### src/serial_status_pkg.sv
package serial_status_pkg;
    // ****************************************
    // register map
    // ****************************************
    localparam logic [11:0] STATUS_OFS   = 12'h000;
    localparam logic [11:0] IRQ_STAT_OFS = 12'h004;
    localparam logic [11:0] IRQ_MASK_OFS = 12'h008;

    // ****************************************
    // serial_status fields
    // ****************************************
    localparam int TDE_BIT  = 7;
    localparam int RDF_BIT  = 6;
    localparam int ORE_BIT  = 5;
    localparam int FRE_BIT  = 4;
    localparam int PAE_BIT  = 3;
    localparam int TX_END_BIT = 2;
    localparam int RMP_BIT  = 1;
    localparam int TMP_BIT  = 0;

    localparam logic [7:0] STATUS_RESET = 8'h84;

    // ****************************************
    // interrupt status / mask fields
    // ****************************************
    localparam int IRQ_W        = 4;
    localparam int IRQ_TXE_BIT  = 0;
    localparam int IRQ_RXF_BIT  = 1;
    localparam int IRQ_ERR_BIT  = 2;
    localparam int IRQ_TX_END_BIT = 3;

    localparam logic [IRQ_W-1:0] IRQ_RESET = 4'h0;
    localparam logic [31:0]      ZERO_WORD = 32'h0000_0000;
endpackage : serial_status_pkg

### src/read_armed_flag.sv
`timescale 1ns/1ps
module read_armed_flag #(
    parameter logic RESET_VAL = 1'b0
) (
    // clock and reset
    input  wire logic pclk,
    input  wire logic presetn,
    // controls
    input  wire logic init,
    input  wire logic set,
    input  wire logic hw_clear,
    input  wire logic rd_one,
    input  wire logic wr_zero,
    // state
    output logic      flag,
    output logic      armed
);
    logic next_flag;
    logic sw_clear;

    // a written zero counts only after a read that returned one
    assign sw_clear = wr_zero & armed;

    // init wins over set, set wins over both clears
    always_comb begin
        if (init) begin
            next_flag = RESET_VAL;
        end else if (set) begin
            next_flag = 1'b1;
        end else if (sw_clear | hw_clear) begin
            next_flag = 1'b0;
        end else begin
            next_flag = flag;
        end
    end

    always_ff @(posedge pclk or negedge presetn) begin
        if (!presetn) begin
            flag <= RESET_VAL;
        end else begin
            flag <= next_flag;
        end
    end

    // record of a one read, dropped once the flag clears or a zero is written
    always_ff @(posedge pclk or negedge presetn) begin
        if (!presetn) begin
            armed <= 1'b0;
        end else begin
            armed <= next_flag & ~wr_zero & ~init & (armed | (rd_one & flag));
        end
    end
endmodule : read_armed_flag

### src/serial_status_flag_logic.sv
// Design decisions made here: the APB slave port and the register addresses.
`timescale 1ns/1ps
// Notes on behaviour
// - status starts as 84 hex, reset or standby
// - ones ignored; zero clears only after one read
// - transmit-end and received mp bit read-only
// - tx empty set by reset, disable, load
// - rx full on clean char; cleared three ways
// - errors, receive disable keep data and full
// - char while full: overrun, old data kept
// - error flags stop receive; sync stops transmit
// - async framing: first stop bit zero
// - framing or parity: load data, no full
// - async parity mismatch sets parity error
// - receive disable keeps error flags
// - transmit-end set by reset, disable, last bit
// - qualified tx empty clear clears transmit-end
// - async mp format captures received mp bit
// - receive disable keeps received mp bit
// - mp wait: skip chars until mp one
// - bit zero holds transmitted mp bit
module serial_status_flag_logic
    import serial_status_pkg::*;
#(
    parameter int ADDR_W = 12
) (
    // clock and reset
    input  wire logic              pclk,
    input  wire logic              presetn,
    // apb slave
    input  wire logic              psel,
    input  wire logic              penable,
    input  wire logic              pwrite,
    input  wire logic [ADDR_W-1:0] paddr,
    input  wire logic [31:0]       pwdata,
    output logic      [31:0]       prdata,
    output logic                   pready,
    output logic                   pslverr,
    // mode and enables
    input  wire logic              standby,
    input  wire logic              transmit_enable,
    input  wire logic              receive_enable,
    input  wire logic              sync_mode,
    input  wire logic              multiproc_format,
    input  wire logic              parity_enable,
    input  wire logic              parity_odd,
    input  wire logic              multiproc_int_enable,
    output logic                   multiproc_int_enable_clear,
    // transmit path
    input  wire logic              tx_load,
    input  wire logic              tx_last_bit,
    output logic                   tx_multiproc_bit,
    output logic                   tx_blocked,
    // receive path
    input  wire logic              rx_done,
    input  wire logic [7:0]        rx_char,
    input  wire logic              rx_parity_bit,
    input  wire logic              rx_stop_bit,
    input  wire logic              rx_mp_bit,
    input  wire logic              dma_rx_read,
    output logic      [7:0]        rx_holding_reg,
    output logic                   rx_blocked,
    // interrupt
    output logic                   irq
);
    // ****************************************
    // elaboration check
    // ****************************************
    if (ADDR_W < 4 || ADDR_W > 12) begin : g_bad_addr
        $error("ADDR_W must lie between 4 and 12");
    end

    // ****************************************
    // apb decode
    // ****************************************
    logic              access;
    logic              rd_acc;
    logic              wr_acc;
    logic [11:0]       addr;
    logic              hit_status;
    logic              hit_istat;
    logic              hit_imask;
    logic              mapped;

    assign addr       = 12'(paddr);
    assign hit_status = (addr == STATUS_OFS);
    assign hit_istat  = (addr == IRQ_STAT_OFS);
    assign hit_imask  = (addr == IRQ_MASK_OFS);
    assign mapped     = hit_status | hit_istat | hit_imask;
    assign access     = psel & penable;
    assign rd_acc     = access & ~pwrite;
    assign wr_acc     = access & pwrite;
    assign pready     = 1'b1;
    assign pslverr    = access & ~mapped;

    // ****************************************
    // status register state
    // ****************************************
    logic [7:0]       status;
    logic [4:0]       cl_flag;
    logic [4:0]       cl_armed;
    logic [4:0]       cl_set;
    logic [4:0]       cl_hw_clear;
    logic [4:0]       cl_init;
    logic [4:0]       cl_rd_one;
    logic [4:0]       cl_wr_zero;
    logic             st_rd;
    logic             st_wr;
    logic             tx_end;
    logic             rx_mp;
    logic             any_err;
    logic             init;

    assign init  = standby;
    assign st_rd = rd_acc & hit_status;
    assign st_wr = wr_acc & hit_status;

    // ****************************************
    // receive qualification
    // ****************************************
    logic             mp_wait;
    logic             rx_take;
    logic             rx_skip;
    logic             fer_hit;
    logic             per_hit;
    logic             ore_hit;
    logic             rx_clean;

    assign any_err  = cl_flag[2] | cl_flag[1] | cl_flag[0];
    assign rx_blocked = any_err;
    assign tx_blocked = sync_mode & any_err;

    // multiprocessor wait only counts in async multiprocessor format
    assign mp_wait  = multiproc_int_enable & ~sync_mode & multiproc_format;
    assign rx_take  = rx_done & receive_enable & ~any_err;
    assign rx_skip  = mp_wait & ~rx_mp_bit;
    assign ore_hit  = rx_take & ~rx_skip & cl_flag[3];
    assign fer_hit  = rx_take & ~rx_skip & ~cl_flag[3] & ~sync_mode
                      & ~rx_stop_bit;
    assign per_hit  = rx_take & ~rx_skip & ~cl_flag[3] & ~sync_mode
                      & parity_enable
                      & ((^{rx_char, rx_parity_bit}) != parity_odd);
    assign rx_clean = rx_take & ~rx_skip & ~cl_flag[3] & ~fer_hit & ~per_hit;

    // ****************************************
    // clearable flags: 4 tde, 3 rdf, 2 ore, 1 fre, 0 pae
    // ****************************************
    assign cl_set[4]      = ~transmit_enable | tx_load;
    assign cl_set[3]      = rx_clean;
    assign cl_set[2]      = ore_hit;
    assign cl_set[1]      = fer_hit;
    assign cl_set[0]      = per_hit;
    assign cl_hw_clear[4] = 1'b0;
    assign cl_hw_clear[3] = dma_rx_read;
    assign cl_hw_clear[2] = 1'b0;
    assign cl_hw_clear[1] = 1'b0;
    assign cl_hw_clear[0] = 1'b0;
    assign cl_init        = {5{init}};

    // register bit of each clearable flag, in cell order
    assign cl_rd_one  = {5{st_rd}};
    assign cl_wr_zero = {5{st_wr}} & ~{pwdata[TDE_BIT], pwdata[RDF_BIT],
                        pwdata[ORE_BIT], pwdata[FRE_BIT], pwdata[PAE_BIT]};

    // tx empty is the only clearable flag that starts at one
    read_armed_flag #(
        .RESET_VAL (1'b1)
    ) u_tde (
        .pclk      (pclk),
        .presetn   (presetn),
        .init      (cl_init[4]),
        .set       (cl_set[4]),
        .hw_clear  (cl_hw_clear[4]),
        .rd_one    (cl_rd_one[4]),
        .wr_zero   (cl_wr_zero[4]),
        .flag      (cl_flag[4]),
        .armed     (cl_armed[4])
    );

    // one cell per receive flag
    for (genvar i = 0; i < 4; i++) begin : g_rx_flag
        read_armed_flag #(
            .RESET_VAL (1'b0)
        ) u_flag (
            .pclk      (pclk),
            .presetn   (presetn),
            .init      (cl_init[i]),
            .set       (cl_set[i]),
            .hw_clear  (cl_hw_clear[i]),
            .rd_one    (cl_rd_one[i]),
            .wr_zero   (cl_wr_zero[i]),
            .flag      (cl_flag[i]),
            .armed     (cl_armed[i])
        );
    end

    // ****************************************
    // transmit end and multiprocessor bits
    // ****************************************
    logic tde_sw_clear;

    assign tde_sw_clear = cl_wr_zero[4] & cl_armed[4];

    always_ff @(posedge pclk or negedge presetn) begin
        if (!presetn) begin
            tx_end <= STATUS_RESET[TX_END_BIT];
        end else if (init) begin
            tx_end <= STATUS_RESET[TX_END_BIT];
        end else if (~transmit_enable | (tx_last_bit & cl_flag[4])) begin
            tx_end <= 1'b1;
        end else if (tde_sw_clear) begin
            tx_end <= 1'b0;
        end
    end

    // only received characters and standby move the mp bit, writes never do
    always_ff @(posedge pclk or negedge presetn) begin
        if (!presetn) begin
            rx_mp <= STATUS_RESET[RMP_BIT];
        end else if (init) begin
            rx_mp <= STATUS_RESET[RMP_BIT];
        end else if (rx_take & ~rx_skip & ~sync_mode & multiproc_format) begin
            rx_mp <= rx_mp_bit;
        end
    end

    always_ff @(posedge pclk or negedge presetn) begin
        if (!presetn) begin
            tx_multiproc_bit <= STATUS_RESET[TMP_BIT];
        end else if (init) begin
            tx_multiproc_bit <= STATUS_RESET[TMP_BIT];
        end else if (st_wr) begin
            tx_multiproc_bit <= pwdata[TMP_BIT];
        end
    end

    // leaving the mp wait on a character carrying mp one
    always_ff @(posedge pclk or negedge presetn) begin
        if (!presetn) begin
            multiproc_int_enable_clear <= 1'b0;
        end else begin
            multiproc_int_enable_clear <= rx_take & mp_wait & rx_mp_bit;
        end
    end

    // ****************************************
    // receive holding register
    // ****************************************
    always_ff @(posedge pclk or negedge presetn) begin
        if (!presetn) begin
            rx_holding_reg <= 8'h00;
        end else if (rx_take & ~rx_skip & ~cl_flag[3]) begin
            rx_holding_reg <= rx_char;
        end
    end

    assign status = {cl_flag[4], cl_flag[3], cl_flag[2], cl_flag[1],
                     cl_flag[0], tx_end, rx_mp, tx_multiproc_bit};

    // ****************************************
    // interrupts
    // ****************************************
    logic [IRQ_W-1:0] irq_stat;
    logic [IRQ_W-1:0] irq_mask;
    logic [IRQ_W-1:0] irq_ev;
    logic             tde_q;
    logic             tx_end_q;

    always_ff @(posedge pclk or negedge presetn) begin
        if (!presetn) begin
            tde_q  <= 1'b1;
            tx_end_q <= 1'b1;
        end else begin
            tde_q  <= cl_flag[4];
            tx_end_q <= tx_end;
        end
    end

    assign irq_ev[IRQ_TXE_BIT]  = cl_flag[4] & ~tde_q;
    assign irq_ev[IRQ_RXF_BIT]  = cl_set[3];
    assign irq_ev[IRQ_ERR_BIT]  = ore_hit | fer_hit | per_hit;
    assign irq_ev[IRQ_TX_END_BIT] = tx_end & ~tx_end_q;

    // events win over the clearing read
    always_ff @(posedge pclk or negedge presetn) begin
        if (!presetn) begin
            irq_stat <= IRQ_RESET;
        end else if (rd_acc & hit_istat) begin
            irq_stat <= irq_ev;
        end else begin
            irq_stat <= irq_stat | irq_ev;
        end
    end

    always_ff @(posedge pclk or negedge presetn) begin
        if (!presetn) begin
            irq_mask <= IRQ_RESET;
        end else if (wr_acc & hit_imask) begin
            irq_mask <= pwdata[IRQ_W-1:0];
        end
    end

    assign irq = |(irq_stat & irq_mask);

    // ****************************************
    // read data
    // ****************************************
    always_comb begin
        prdata = ZERO_WORD;
        if (rd_acc) begin
            if (hit_status) begin
                prdata[7:0] = status;
            end else if (hit_istat) begin
                prdata[IRQ_W-1:0] = irq_stat;
            end else if (hit_imask) begin
                prdata[IRQ_W-1:0] = irq_mask;
            end
        end
    end
endmodule : serial_status_flag_logic

### config.mk
export PLATFORM = sky130hd
export DESIGN_NAME = serial_status_flag_logic
export DESIGN_NICKNAME = d
export VERILOG_FILES = /design/src/serial_status_pkg.sv /design/src/read_armed_flag.sv /design/src/serial_status_flag_logic.sv
export SDC_FILE = /design/constraint.sdc
export NUM_CORES = 1
export LEC_CHECK = 0
export BUFFER_PORTS_ARGS = -buffer_cell sky130_fd_sc_hd__buf_4
export CORE_ASPECT_RATIO = 0.5
export CORE_MARGIN = 10
export CORE_UTILIZATION = 43
export CTS_CLUSTER_DIAMETER = 60
export DETAILED_ROUTE_END_ITERATION = 10
export GPL_TIMING_DRIVEN = 0
export MAX_ROUTING_LAYER = met4
export PLACE_DENSITY = 0.9
export SLEW_MARGIN = 15
export SYNTH_ARGS = -nofsm -noshare
export SYNTH_HDL_FRONTEND = slang
export SYNTH_SLANG_ARGS = --single-unit
### constraint.sdc
create_clock -name pclk -period 2.8 [get_ports pclk]
set_input_delay 0.14 -clock pclk [delete_from_list [all_inputs] [get_ports pclk]]
set_output_delay 0.14 -clock pclk [all_outputs]
set_load 0.01 [all_outputs]
==> reports/summary.txt <==
Most common cell after layout, fill and taps aside: buf_4
CTS max path bufs: 2
Commonest non-fill, non-tap cells in the layout: buf_4 (92), dfrtp_1 (28), conb_1 (25)
Max incr delay on CP: 0.64 ns
Final Skew: 0.00877 ns
Worst r2r path cells: 5
Worst vdd ir: 0.000424 V
Die W: 115 um
CTS resizes: 0
Endpoints failing hold: 0
Final nets: 361
Worst slack at placement: 0.330 ns
I/O pin total: 119
Number of port buffers: 67
Cell row count: 17
Max FO, Critical Path: 10
Setup TNS: 0 ns
Buffers & Inverters on Critical Path: 1
Worst slew margin: 56.4%
Routability cong.: 0.869
Part of the cycle the worst path needs: 87.1%
Vias in the first global route: 1764
Final ANT Viol Nets: 0
Adder-cell share of the synthesized area: 0%
Routed wire length: 5340 um
Cells along the critical path: or3_1 > clkbuf_1 > nor4_4 > o2111ai_1 > a2111oi_2
Core area: 4360 um^2
Clk_lat worst skew: 0.29 ns
Synthesized area: 1930 um^2
Worst EP required: 2.98 ns
P_leak: 1.34 nW
Post-CTS Hold Buffers: 1
CP Depth: 5
Pwr Density: 456 nW/um^2
Unique masters post-synth: 49
TritonCTS buffer count: 5
Largest net degree at the start of global routing: 33
Largest family of logic cells by synthesized area: simple AND/OR/NAND/NOR gates
Drt initial violations: 135
Antenna Cells: 0
Worst slew pin tran: 0.649 ns
Crit. End Element: register
Synth warn: 0
Synth Area in Compound Gates: 11.4%
Layout area overhead: 40.6%
HPWL after DPL: 4450 um
Simple logic cell fraction of the synthesized area: 20.2%
Root Driver: clkbuf_8
Final WS setup: 0.361 ns
Share of layout cells above drive strength 1: 44.1%
Initial cell density of the core: 44.2%
Setup bufs post-CTS: 0
Hold path cells: 2
Gr ovfl total: 0
Initial antenna violation count: 0
Router iterations before antenna repair: 4
CP Data Arrival Time: 2.62 ns
Post-synth EDFFs: 0
HP Class: input port to register
Avg WL per Cell: 15.4 um
Final Max Slew Viols: 0
# setup viols final: 0
Register area share after synthesis: 41.8%
Setup Crit Path Kind: register to register
Clock sink total: 32
Die H: 67.4 um
Fmax: 0.410 GHz
Maxcap violations: 0
Tmin final: 2.44 ns
Worst Setup Start Kind: register
Die area: 7730 um^2
H-tree levels: 2
Syn_area_per_cell: 10.1 um^2
DRC: 0
Largest register FFs: 8
Outcome: complete, no violations
Asr flop ratio synth: 100%
Flops & latches, synth: 32
TritonCTS clock tree: yes
Clock slew at reported path FFs: 0.07 ns
CP top delay family: simple AND/OR/NAND/NOR gates
Gate Count Post-Synth: 191
Multiplexer area fraction after synthesis: 9.60%
Synth Flop Type: dfrtp_1
Avg Vias per Cell: 4.91
Global-route wire length before repair: 8660 um
RSZ-0062 raised after global routing: false
DR vias: 1703
Global Route Usage Sum: 14.1%
Worst path slowest cell: nor4_4
Post-Synth XOR/XNOR Area: 4.35%
worst register-to-register path, cell delays in order, from the launching register on:
cell and delay [ns]:
dfrtp_1 0.40, or3_1 0.37, clkbuf_1 0.19, nor4_4 0.64, o2111ai_1 0.37, a2111oi_2 0.37
cells by family (layout without fill, tap and decap cells):
logic type	Yosys count	after routing
AO/OA/AOI/OAI	32	32
XOR/XNOR	8	8
buffers and inverters	37	113
flip-flops	32	32
multiplexers	17	17
other	2	25
AND/OR/NAND/NOR	63	63
final timing paths:
path | slack, ns | to | from
max | 0.36 | g_rx_flag[3].u_flag.armed | g_rx_flag[1].u_flag.flag
min | 0.03 | g_rx_flag[3].u_flag.armed | standby
max reg2reg | 0.36 | g_rx_flag[3].u_flag.armed | g_rx_flag[1].u_flag.flag
min reg2reg | 0.39 | tx_end_q | tx_end
max in group asynchronous | 2.16 | u_tde.flag | presetn
min in group asynchronous | 0.32 | irq_mask[3] | presetn
through the flow:
| stage | hold slack (ns) | power [mW] | util, % | std cells | cell area, um^2 |
|---|---|---|---|---|---|
| final | 0.0253 | 1.24 | 62.2 | 347 | 2710 |
| after global routing | 0.0319 | 1.30 | 62.2 | 347 | 2710 |
| after CTS | 0.0198 | 1.25 | 62.2 | 347 | 2710 |
| after detailed placement | 0.0999 | 0.812 | 59.4 | 338 | 2590 |
| after global placement | 0.0944 | 0.803 | 59.4 | 338 | 2590 |
| after floorplan | -0.156 | 0.675 | - | 214 | 2010 |
layer usage:
| metal | up-vias | track usage (%) | wire length, um |
|---|---|---|---|
| met1 | 796 | 16.4 | 2360 |
| li1 | 813 | - | - |
| met3 | 11 | 4.42 | 423 |
| met2 | 83 | 22.5 | 2470 |
| met4 | 0 | 5.83 | 89 |
| met5 | - | - | 0 |
cell usage after synthesis, types with 2 or more instances:
cell | n | area [um^2]
a21oi_1 | 10 | 50.1
nand3b_1 | 2 | 15.0
inv_1 | 7 | 26.3
xnor2_1 | 7 | 61.3
buf_2 | 2 | 10.0
or4_4 | 3 | 33.8
nand2_1 | 8 | 30.0
dfrtp_1 | 28 | 701
and2_1 | 5 | 31.3
mux2_2 | 12 | 135
nor3_1 | 2 | 10.0
mux2i_1 | 5 | 50.1
a22o_1 | 2 | 17.5
nand2b_1 | 4 | 25.0
conb_1 | 2 | 7.51
dfstp_2 | 4 | 105
a211oi_1 | 3 | 22.5
nand3_1 | 4 | 20.0
a22oi_1 | 2 | 15.0
o21ai_0 | 3 | 15.0
nand4_1 | 2 | 12.5
buf_4 | 25 | 188
clkbuf_1 | 3 | 11.3
o21ai_1 | 2 | 10.0
nor2_1 | 18 | 67.6
o31ai_1 | 3 | 22.5
power breakdown:
part	internal (mW)	total [mW]	switching (mW)
registers	0.495	0.516	0.0202
clock network	0.263	0.430	0.167
logic	0.162	0.291	0.129
total	0.920	1.24	0.316
final cells by class:
type,count,area (um^2)
plain buffers,30,209
clock inverters,3,42.5
flip-flops and latches,32,806
inverters,7,26.3
well taps,57,71.3
repair buffers,68,513
multi-input cells,145,973
fillers,356,1650
clock buffers,5,68.8
Note: power is estimated with default switching activity, not from simulation.
